**src/common/usbied_pkg.sv**
```systemverilog
/*
 * Constants, types and helper functions for the interface and endpoint
 * descriptor streamer: descriptor layouts, field offsets, default endpoint
 * table and the state encoding.
 * Assumes a single clock domain and byte-wide descriptor traffic.
 */
package usbied_pkg;

    ////////////////////////////////////////////////////////////////////////////
    // Descriptor header codes
    localparam logic [7:0] USBIED_IF_LEN       = 8'h09;
    localparam logic [7:0] USBIED_IF_TYPE      = 8'h04;
    localparam logic [7:0] USBIED_EP_LEN       = 8'h07;
    localparam logic [7:0] USBIED_EP_TYPE      = 8'h05;
    localparam logic [7:0] USBIED_CLASS_NONE   = 8'h00;
    localparam logic [7:0] USBIED_CLASS_VENDOR = 8'hFF;
    localparam logic [7:0] USBIED_PROTO_VENDOR = 8'hFF;
    localparam logic [7:0] USBIED_ZERO_BYTE    = 8'h00;

    // Interface descriptor byte offsets
    localparam logic [3:0] USBIED_IF_OFS_LEN   = 4'h0;
    localparam logic [3:0] USBIED_IF_OFS_TYPE  = 4'h1;
    localparam logic [3:0] USBIED_IF_OFS_NUM   = 4'h2;
    localparam logic [3:0] USBIED_IF_OFS_ALT   = 4'h3;
    localparam logic [3:0] USBIED_IF_OFS_NEP   = 4'h4;
    localparam logic [3:0] USBIED_IF_OFS_CLASS = 4'h5;
    localparam logic [3:0] USBIED_IF_OFS_SUB   = 4'h6;
    localparam logic [3:0] USBIED_IF_OFS_PROTO = 4'h7;
    localparam logic [3:0] USBIED_IF_OFS_STR   = 4'h8;

    // Endpoint descriptor byte offsets
    localparam logic [3:0] USBIED_EP_OFS_LEN   = 4'h0;
    localparam logic [3:0] USBIED_EP_OFS_TYPE  = 4'h1;
    localparam logic [3:0] USBIED_EP_OFS_ADDR  = 4'h2;
    localparam logic [3:0] USBIED_EP_OFS_ATTR  = 4'h3;
    localparam logic [3:0] USBIED_EP_OFS_PKTL  = 4'h4;
    localparam logic [3:0] USBIED_EP_OFS_PKTH  = 4'h5;
    localparam logic [3:0] USBIED_EP_OFS_IVL   = 4'h6;

    localparam int         USBIED_NUM_SLOTS    = 4;
    localparam logic [3:0] USBIED_IDX_ZERO     = 4'h0;
    localparam logic [3:0] USBIED_IDX_ONE      = 4'h1;
    localparam logic [2:0] USBIED_SLOT_ONE     = 3'h1;

    ////////////////////////////////////////////////////////////////////////////
    // Types
    typedef enum logic [1:0] {
        USBIED_XFER_CTRL = 2'b00,
        USBIED_XFER_ISO  = 2'b01,
        USBIED_XFER_BULK = 2'b10,
        USBIED_XFER_INTR = 2'b11
    } usbied_xfer_t;

    typedef enum logic [1:0] {
        USBIED_REQ_CONFIG = 2'b00,
        USBIED_REQ_IFACE  = 2'b01,
        USBIED_REQ_EP     = 2'b10,
        USBIED_REQ_OTHER  = 2'b11
    } usbied_req_t;

    typedef struct packed {
        logic         dir_in;
        logic [3:0]   num;
        usbied_xfer_t xfer;
        logic [15:0]  max_pkt;
        logic [7:0]   interval;
    } usbied_ep_t;

    typedef struct packed {
        logic [7:0] number;
        logic [7:0] alt;
        logic [7:0] cls;
        logic [7:0] sub;
        logic [7:0] proto;
        logic [7:0] str_idx;
    } usbied_if_cfg_t;

    typedef enum logic [2:0] {
        USBIED_ST_IDLE  = 3'b000,
        USBIED_ST_IFACE = 3'b001,
        USBIED_ST_SEEK  = 3'b010,
        USBIED_ST_WAIT  = 3'b011,
        USBIED_ST_SEND  = 3'b100
    } usbied_state_t;

    // Default endpoint table: bulk pair one, interrupt-in / bulk-out pair two [RULE14] [RULE15]
    localparam usbied_ep_t USBIED_EP_DEFAULTS [USBIED_NUM_SLOTS] = '{
        '{1'b1, 4'h1, USBIED_XFER_BULK, 16'h0010, 8'h00},
        '{1'b0, 4'h1, USBIED_XFER_BULK, 16'h0010, 8'h00},
        '{1'b1, 4'h2, USBIED_XFER_INTR, 16'h0008, 8'h64},
        '{1'b0, 4'h2, USBIED_XFER_BULK, 16'h0008, 8'h00}
    };

    ////////////////////////////////////////////////////////////////////////////
    // Helpers
    // First enabled slot at or above start: {found, slot}
    function automatic logic [2:0] usbied_find(input logic [3:0] mask,
                                               input logic [2:0] start);
        logic [2:0] r;
        r = 3'h0;
        for (int i = USBIED_NUM_SLOTS - 1; i >= 0; i--) begin
            if (mask[i] && (3'(i) >= start)) begin
                r = {1'b1, 2'(i)};
            end
        end
        return r;
    endfunction : usbied_find

    // Count of enabled endpoint slots
    function automatic logic [7:0] usbied_count(input logic [3:0] mask);
        logic [7:0] n;
        n = 8'h00;
        for (int i = 0; i < USBIED_NUM_SLOTS; i++) begin
            n = n + {7'h00, mask[i]};
        end
        return n;
    endfunction : usbied_count

endpackage : usbied_pkg

```
**src/core/usbied_epenc.sv**
```systemverilog
/*
 * Turns one endpoint table entry and a byte index into the byte of the
 * seven-byte endpoint descriptor that sits at that index.
 * Assumes the index stays within the endpoint descriptor length.
 */
`timescale 1ns/1ps
module usbied_epenc
    import usbied_pkg::*;
(
    input  usbied_ep_t       ep,
    input  wire logic [3:0]  idx,
    output logic      [7:0]  byte_out
);

    logic [7:0] addr_byte;
    logic [7:0] attr_byte;

    ////////////////////////////////////////////////////////////////////////////
    // Address: direction on top, three zero bits, endpoint number low
    assign addr_byte = {ep.dir_in, 3'b000, ep.num};   // [RULE16]
    // Attributes: transfer type low, reserved bits held at zero
    assign attr_byte = {6'b000000, ep.xfer};          // [RULE17]

    // Byte select; packet size goes out low byte first
    assign byte_out =
        (idx == USBIED_EP_OFS_LEN)  ? USBIED_EP_LEN      :
        (idx == USBIED_EP_OFS_TYPE) ? USBIED_EP_TYPE     :
        (idx == USBIED_EP_OFS_ADDR) ? addr_byte          :
        (idx == USBIED_EP_OFS_ATTR) ? attr_byte          :
        (idx == USBIED_EP_OFS_PKTL) ? ep.max_pkt[7:0]    :   // [RULE18]
        (idx == USBIED_EP_OFS_PKTH) ? ep.max_pkt[15:8]   :
        (idx == USBIED_EP_OFS_IVL)  ? ep.interval        :
                                      USBIED_ZERO_BYTE;

endmodule : usbied_epenc

```
**src/core/usbied_rom.sv**
```systemverilog
/*
 * Small read-only table of the default endpoint descriptors, one entry per
 * endpoint slot, with registered read data.
 * Assumes the reader waits one clock after presenting the slot address.
 */
`timescale 1ns/1ps
module usbied_rom
    import usbied_pkg::*;
(
    input  wire logic       clk,
    input  wire logic       rst_n,
    input  wire logic [1:0] rd_addr,
    output usbied_ep_t      rd_data
);

    usbied_ep_t rd_data_q;

    ////////////////////////////////////////////////////////////////////////////
    // Registered read, one clock of latency
    always_ff @(posedge clk) begin
        if (!rst_n) begin
            rd_data_q <= '0;
        end else begin
            rd_data_q <= USBIED_EP_DEFAULTS[rd_addr];
        end
    end

    assign rd_data = rd_data_q;

endmodule : usbied_rom

```
**src/core/usbied_top.sv**
```systemverilog
/*
 * Descriptor streamer that supplies the interface descriptor and the
 * endpoint descriptors which follow the configuration header in the
 * configuration descriptor answer. Bytes leave one at a time over a
 * valid/ready pair with a last marker.
 * Assumes the enumeration logic sends the configuration header itself and
 * then requests this segment; the segment length is offered so that the
 * header can fold it into its total length field.
 */
`timescale 1ns/1ps

// Notes on behaviour
// [RULE1] Interface descriptor leaves only inside a configuration answer, standalone asks stall.
// [RULE2] Endpoint count reported excludes the default control endpoint zero.
// [RULE3] Interface byte 0 holds its length, nine.
// [RULE4] Interface byte 1 holds the interface descriptor type, four.
// [RULE5] Interface byte 2 holds the zero-based interface index, default zero.
// [RULE6] Interface byte 3 holds the alternate setting, default zero.
// [RULE7] Interface byte 4 holds endpoints used, default four; zero means endpoint zero only.
// [RULE8] Class byte 5 defaults zero; 0xFF means vendor class; others reserved.
// [RULE9] Subclass byte 6 is zero whenever class is zero.
// [RULE10] Protocol byte 7 defaults zero; 0xFF means vendor protocol.
// [RULE11] Interface byte 8 holds the string index, default zero.
// [RULE12] One endpoint descriptor goes out for every endpoint in use.
// [RULE13] Endpoint descriptors leave only inside a configuration answer.
// [RULE14] First pair defaults: bulk in and out, packet sixteen, interval zero.
// [RULE15] Second pair: interrupt in, packet eight, interval 0x64; bulk out, packet eight.
// [RULE16] Address byte: number in bits 3..0, zeros 6..4, bit 7 set for inbound.
// [RULE17] Attribute low bits: control, isochronous, bulk, interrupt; other bits zero.
// [RULE18] Interface follows header, endpoints follow in order, multi-byte fields low first.
module usbied_top
    import usbied_pkg::*;
(
    input  wire logic        MCLK,
    input  wire logic        NRST,
    input  wire logic        REQ_VALID,
    input  usbied_req_t      REQ_KIND,
    output logic             REQ_READY,
    output logic             REQ_STALL,
    input  usbied_if_cfg_t   IF_CFG,
    input  wire logic [3:0]  EP_ENABLE,
    output logic      [15:0] SEG_LEN,
    output logic             SEG_BUSY,
    output logic             TX_VALID,
    output logic      [7:0]  TX_DATA,
    output logic             TX_LAST,
    input  wire logic        TX_READY
);

    ////////////////////////////////////////////////////////////////////////////
    // Declarations
    usbied_state_t   state_q,  state_d;
    logic [3:0]      idx_q,    idx_d;
    logic [1:0]      slot_q,   slot_d;
    logic [3:0]      mask_q,   mask_d;
    usbied_if_cfg_t  cfg_q,    cfg_d;
    usbied_ep_t      ep_q,     ep_d;
    logic            valid_q,  valid_d;
    logic [7:0]      data_q,   data_d;
    logic            last_q,   last_d;
    logic            stall_q,  stall_d;
    logic [15:0]     seg_len_q;

    logic            req_take;
    logic            req_cfg;
    logic            adv;
    logic [7:0]      num_eps;
    logic [7:0]      if_sub;
    logic [7:0]      if_byte;
    logic [7:0]      ep_byte;
    logic [2:0]      seek_hit;
    logic [2:0]      next_hit;
    logic [2:0]      slot_next;
    logic            if_end;
    logic            ep_end;
    usbied_ep_t      rom_data;

    ////////////////////////////////////////////////////////////////////////////
    // Request decode; only a configuration answer starts the stream
    assign REQ_READY = (state_q == USBIED_ST_IDLE);
    assign req_take  = REQ_VALID && REQ_READY;
    assign req_cfg   = (REQ_KIND == USBIED_REQ_CONFIG);       // [RULE1] [RULE13]

    // Output stage may take a new byte when empty or being drained
    assign adv = !valid_q || TX_READY;

    ////////////////////////////////////////////////////////////////////////////
    // Interface descriptor fields
    // Count comes from the enabled slots only, endpoint zero never counted
    assign num_eps = usbied_count(mask_q);                    // [RULE2] [RULE7]
    // Class zero forces subclass zero; reserved codes pass through untouched
    assign if_sub  = (cfg_q.cls == USBIED_CLASS_NONE) ? USBIED_ZERO_BYTE
                                                      : cfg_q.sub;   // [RULE9]

    assign if_byte =
        (idx_q == USBIED_IF_OFS_LEN)   ? USBIED_IF_LEN  :     // [RULE3]
        (idx_q == USBIED_IF_OFS_TYPE)  ? USBIED_IF_TYPE :     // [RULE4]
        (idx_q == USBIED_IF_OFS_NUM)   ? cfg_q.number   :     // [RULE5]
        (idx_q == USBIED_IF_OFS_ALT)   ? cfg_q.alt      :     // [RULE6]
        (idx_q == USBIED_IF_OFS_NEP)   ? num_eps        :     // [RULE7]
        (idx_q == USBIED_IF_OFS_CLASS) ? cfg_q.cls      :     // [RULE8]
        (idx_q == USBIED_IF_OFS_SUB)   ? if_sub         :     // [RULE9]
        (idx_q == USBIED_IF_OFS_PROTO) ? cfg_q.proto    :     // [RULE10]
        (idx_q == USBIED_IF_OFS_STR)   ? cfg_q.str_idx  :     // [RULE11]
                                         USBIED_ZERO_BYTE;

    ////////////////////////////////////////////////////////////////////////////
    // Endpoint slot search
    // Current slot in SEEK, and the slot after it for the last marker
    assign slot_next = {1'b0, slot_q} + USBIED_SLOT_ONE;
    assign seek_hit  = usbied_find(mask_q, {1'b0, slot_q});   // [RULE12]
    assign next_hit  = usbied_find(mask_q, slot_next);

    assign if_end = (idx_q == USBIED_IF_OFS_STR);
    assign ep_end = (idx_q == USBIED_EP_OFS_IVL);

    ////////////////////////////////////////////////////////////////////////////
    // Default endpoint table and byte encoder
    usbied_rom u_rom (
        .clk     (MCLK),
        .rst_n   (NRST),
        .rd_addr (seek_hit[1:0]),
        .rd_data (rom_data)                                   // [RULE14] [RULE15]
    );

    usbied_epenc u_epenc (
        .ep       (ep_q),
        .idx      (idx_q),
        .byte_out (ep_byte)
    );

    ////////////////////////////////////////////////////////////////////////////
    // Sequencer: interface first, then enabled endpoints in slot order
    always_comb begin
        state_d = state_q;
        idx_d   = idx_q;
        slot_d  = slot_q;
        mask_d  = mask_q;
        cfg_d   = cfg_q;
        ep_d    = ep_q;
        valid_d = valid_q && !TX_READY;
        data_d  = data_q;
        last_d  = last_q;
        stall_d = 1'b0;
        unique case (state_q)
            USBIED_ST_IDLE: begin
                if (req_take && req_cfg) begin
                    // Settings are caught here so a change mid-stream is harmless
                    cfg_d   = IF_CFG;
                    mask_d  = EP_ENABLE;
                    idx_d   = USBIED_IDX_ZERO;
                    slot_d  = 2'b00;
                    state_d = USBIED_ST_IFACE;                // [RULE18]
                end else if (req_take) begin
                    stall_d = 1'b1;                           // [RULE1] [RULE13]
                end
            end
            USBIED_ST_IFACE: begin
                if (adv) begin
                    valid_d = 1'b1;
                    data_d  = if_byte;
                    last_d  = if_end && (mask_q == 4'h0);
                    idx_d   = idx_q + USBIED_IDX_ONE;
                    if (if_end) begin
                        idx_d   = USBIED_IDX_ZERO;
                        state_d = (mask_q == 4'h0) ? USBIED_ST_IDLE
                                                   : USBIED_ST_SEEK;   // [RULE18]
                    end
                end
            end
            USBIED_ST_SEEK: begin
                // Table read was launched by the slot address this cycle
                if (seek_hit[2]) begin
                    slot_d  = seek_hit[1:0];
                    state_d = USBIED_ST_WAIT;
                end else begin
                    state_d = USBIED_ST_IDLE;
                end
            end
            USBIED_ST_WAIT: begin
                ep_d    = rom_data;
                idx_d   = USBIED_IDX_ZERO;
                state_d = USBIED_ST_SEND;
            end
            USBIED_ST_SEND: begin
                if (adv) begin
                    valid_d = 1'b1;
                    data_d  = ep_byte;
                    last_d  = ep_end && !next_hit[2];
                    idx_d   = idx_q + USBIED_IDX_ONE;
                    if (ep_end) begin
                        idx_d   = USBIED_IDX_ZERO;
                        slot_d  = slot_next[1:0];
                        state_d = next_hit[2] ? USBIED_ST_SEEK
                                              : USBIED_ST_IDLE;        // [RULE12]
                    end
                end
            end
            default: begin
                state_d = USBIED_ST_IDLE;
            end
        endcase
    end

    ////////////////////////////////////////////////////////////////////////////
    // Sequencer state
    always_ff @(posedge MCLK) begin
        if (!NRST) begin
            state_q <= USBIED_ST_IDLE;
            idx_q   <= USBIED_IDX_ZERO;
            slot_q  <= 2'b00;
            mask_q  <= 4'h0;
            cfg_q   <= '0;
            ep_q    <= '0;
        end else begin
            state_q <= state_d;
            idx_q   <= idx_d;
            slot_q  <= slot_d;
            mask_q  <= mask_d;
            cfg_q   <= cfg_d;
            ep_q    <= ep_d;
        end
    end

    ////////////////////////////////////////////////////////////////////////////
    // Output byte stage
    // A single stage keeps the data registered at the cost of a bubble
    // between descriptors while the next table entry is fetched
    always_ff @(posedge MCLK) begin
        if (!NRST) begin
            valid_q <= 1'b0;
            data_q  <= USBIED_ZERO_BYTE;
            last_q  <= 1'b0;
            stall_q <= 1'b0;
        end else begin
            valid_q <= valid_d;
            data_q  <= data_d;
            last_q  <= last_d;
            stall_q <= stall_d;
        end
    end

    ////////////////////////////////////////////////////////////////////////////
    // Segment length for the header's total length, from the live enables
    always_ff @(posedge MCLK) begin
        if (!NRST) begin
            seg_len_q <= 16'h0000;
        end else begin
            seg_len_q <= 16'(USBIED_IF_LEN)
                       + 16'(16'(USBIED_EP_LEN) * 16'(usbied_count(EP_ENABLE)));
        end
    end

    assign TX_VALID  = valid_q;
    assign TX_DATA   = data_q;
    assign TX_LAST   = last_q;
    assign REQ_STALL = stall_q;
    assign SEG_LEN   = seg_len_q;
    assign SEG_BUSY  = (state_q != USBIED_ST_IDLE) || valid_q;

endmodule : usbied_top

```
**config.mk**
```make
export PLATFORM = sky130hd
export DESIGN_NAME = usbied_top
export DESIGN_NICKNAME = d
export VERILOG_FILES = /design/src/common/usbied_pkg.sv /design/src/core/usbied_epenc.sv /design/src/core/usbied_rom.sv /design/src/core/usbied_top.sv
export SDC_FILE = /design/constraint.sdc
export NUM_CORES = 1
export LEC_CHECK = 0
export ABC_AREA = 1
export BUFFER_PORTS_ARGS = -buffer_cell sky130_fd_sc_hd__buf_2
export CORE_ASPECT_RATIO = 1.75
export CORE_UTILIZATION = 56
export CTS_CLUSTER_SIZE = 28
export DETAILED_ROUTE_END_ITERATION = 10
export GPL_TIMING_DRIVEN = 0
export PLACE_DENSITY = 0.81
export SLEW_MARGIN = 30
export SYNTH_ARGS = -nofsm -noshare
export SYNTH_HDL_FRONTEND = slang
export SYNTH_SLANG_ARGS = --single-unit
```
**constraint.sdc**
```tcl
create_clock -name MCLK -period 4.3 [get_ports MCLK]
set_input_delay 0.43 -clock MCLK [delete_from_list [all_inputs] [get_ports MCLK]]
set_output_delay 0.43 -clock MCLK [all_outputs]
set_load 0.05 [all_outputs]
```
==> out/metrics.yaml <==
run_status: "finished clean"
skew_ns: 0.00535
critPathArrivalTime_ns: 3.31
ys_seq_area_frac: 0.389
clockBufferDepth: 2
wirelength_um: 13200
htree_num_levels: 3
yosys.cell_types.count: 41
vias_per_cell: 5.50
ys_seq_elements: 89
fin_ws_ns: 1.20
syn_area_sq_um: 4580
ir_drop_uv: 309
initial_core_util: 0.579
core_sq_um: 7910
drtIter0Drc: 276
drive_gt1_frac: 0.195
place_ws_ns: 0.860
path_clk_slew_ns: 0.06
cts_sinks: 89
slew_headroom: 0.600
cts_tree: "yes"
required_ns: 4.52
finalCritPeriodShare: 0.720
num_io_pins: 87
die_y_um: 122
die_width_um: 70.4
crit_path_end_kind: "flop"
rsz0062_at_grt: "no"
layout_commonest_cell: "nand2_1"
max_cap_violations: 0
via_count: 4535
crit_type: "in -> reg"
drc: 0
cts_resized: 0
worst_pin_slew_ns: 0.601
cp_max_fo: 4
cts-hold-fix-buffers: 0
first_global_vias: 4418
dp_hpwl_um: 10000
post_cts_buffers: 0
mostFrequentLayoutCells: "101 x nand2_1, 89 x dfxtp_1, 85 x o21ai_0, 83 x nor2_1, 83 x buf_2"
ant_nets: 0
root_buffer: "clkbuf_16"
insertion_delay_ns: 0.35
track_usage: 0.320
finalHoldViolCount: 0
critPathLaunchType: "primary input"
port_buffers: 77
die_area_sq_um: 8560
avgSynthCellArea_sq_um: 7.22
setup-violations-final: 0
dr.pass1.iters: 5
tns_ns: 0
final_nets: 816
antenna_found_initial: 0
grt_start_max_net_pins: 14
placementRows: 43
leakagePower_uw: 0.00258
min_period_ns: 3.10
grt_overflow_total: 0
finalMaxSlewViolations: 0
grt_pass1_wl_um: 21000
areaGrowthSynthToFinish_pct: 17.7
ys_warn_count: 0
syn_inst: 635
antennaDiodeCount: 0
max_freq_ghz: 0.323
wire_per_inst_um: 16.0
gp_congestion: 0.964
hp-class: "in -> reg"
powerDensity_nw_per_um2: 478
cts_buffers: 9
==> cell usage after synthesis <==
cell | number | area [sq um]
nand2_4 | 2 | 22.5
a21oi_1 | 64 | 320
o21ai_2 | 1 | 8.76
buf_2 | 6 | 30.0
xor2_1 | 1 | 8.76
buf_1 | 1 | 3.75
ha_1 | 24 | 300
buf_4 | 10 | 75.1
a21oi_2 | 1 | 8.76
o21ai_4 | 1 | 16.3
or2_2 | 1 | 6.26
inv_1 | 60 | 225
conb_1 | 1 | 3.75
clkinv_1 | 2 | 7.51
nand2_2 | 6 | 37.5
dfxtp_1 | 89 | 1780
nor2_1 | 83 | 312
nor3_1 | 9 | 45.0
a221o_1 | 1 | 10.0
fa_1 | 3 | 60.1
xnor2_1 | 2 | 17.5
clkbuf_1 | 13 | 48.8
buf_6 | 1 | 11.3
o21ai_0 | 85 | 425
o211ai_4 | 1 | 21.3
nor2_2 | 4 | 25.0
nand4_1 | 3 | 18.8
a31o_2 | 1 | 8.76
o21ai_1 | 5 | 25.0
nand2_1 | 101 | 379
a211o_1 | 1 | 8.76
and2_1 | 1 | 6.26
nor2_8 | 2 | 40.0
nor2_4 | 2 | 22.5
inv_2 | 13 | 48.8
o22ai_1 | 1 | 6.26
nand3_1 | 26 | 130
o211ai_1 | 4 | 30.0
nor3_2 | 1 | 10.0
a31oi_1 | 1 | 6.26
a32oi_1 | 1 | 8.76
==> cells by family (layout without fill, tap and decap cells) <==
| family | Yosys count | in the layout | share of synthesized area |
|---|---|---|---|
| other | 1 | 9 | 0.000818 |
| buffers and inverters | 106 | 197 | 0.0983 |
| AND/OR/NAND/NOR | 241 | 241 | 0.230 |
| flip-flops | 89 | 89 | 0.389 |
| adder cells (fa/ha/maj) | 27 | 27 | 0.0786 |
| AO/OA/AOI/OAI | 168 | 168 | 0.197 |
| XOR/XNOR | 3 | 3 | 0.00574 |
==> critical path, cell delays in order <==
cell and delay (ns):
buf_2 0.11, fa_1 0.47, ha_1 0.24, ha_1 0.36, fa_1 0.45, ha_1 0.30
ha_1 0.33, a31o_2 0.25, and2_1 0.15, o21ai_0 0.16, nor2_1 0.06
==> final cells by class <==
cell class	count	area [sq um]
buffer	31	169
clock buffer	11	243
clock inverter	3	42.5
fill	666	2510
inverter	75	282
multi-input combinational	448	2380
sequential	89	1780
tap	90	113
timing repair buffer	77	385
==> metrics by stage <==
stage / cells / total power, uW / util / area, sq um / hold WS, ns
after detailed placement: 810 / 1800 / 0.646 / 5110 / 0.448
after floorplan: 643 / 1590 / - / 4610 / 0.425
final: 824 / 2580 / 0.682 / 5400 / 0.308
after CTS: 824 / 2570 / 0.682 / 5400 / 0.309
after global routing: 824 / 2700 / 0.682 / 5400 / 0.323
after global placement: 810 / 1770 / 0.646 / 5110 / 0.436
==> flip-flops by register name (all words and copies together), names as in the netlist <==
signal / cells
cfg_q: 48
slot_q: 2
TX_LAST: 1
TX_VALID: 1
u_rom.rd_data: 5
REQ_STALL: 1
ep_q: 5
SEG_LEN: 7
state_q: 3
mask_q: 4
TX_DATA: 8
idx_q: 4
==> power breakdown <==
| part | switching (uW) | internal (uW) |
|---|---|---|
| Combinational | 595 | 248 |
| Clock | 316 | 459 |
| Sequential | 47.4 | 911 |
| Total | 958 | 1620 |
==> path summary, 6_finish.rpt <==
path / startpoint / slack (ns) / to / depth (start not counted)
setup / recovery: EP_ENABLE[0] / 1.20 / SEG_LEN[6]$_SDFF_PN0_ / 11
hold / removal: IF_CFG[1] / 0.31 / cfg_q[1]$_SDFFE_PN0P_ / 3
setup reg to reg: idx_q[0]$_SDFFE_PN0P_ / 2.22 / TX_DATA[5]$_SDFFE_PN0P_ / 12
hold reg to reg: u_rom.rd_data[24]$_SDFF_PN0_ / 0.46 / ep_q[24]$_SDFFE_PN0P_ / 2
==> routing by layer <==
metal	vias up	GRT usage	wire, um
met4	0	0.206	668
met5	-	0	0
met3	48	0.0571	673
met1	2084	0.320	4790
li1	2238	-	-
met2	165	0.593	7020
No activity file was read; power rests on OpenSTA's default activity.
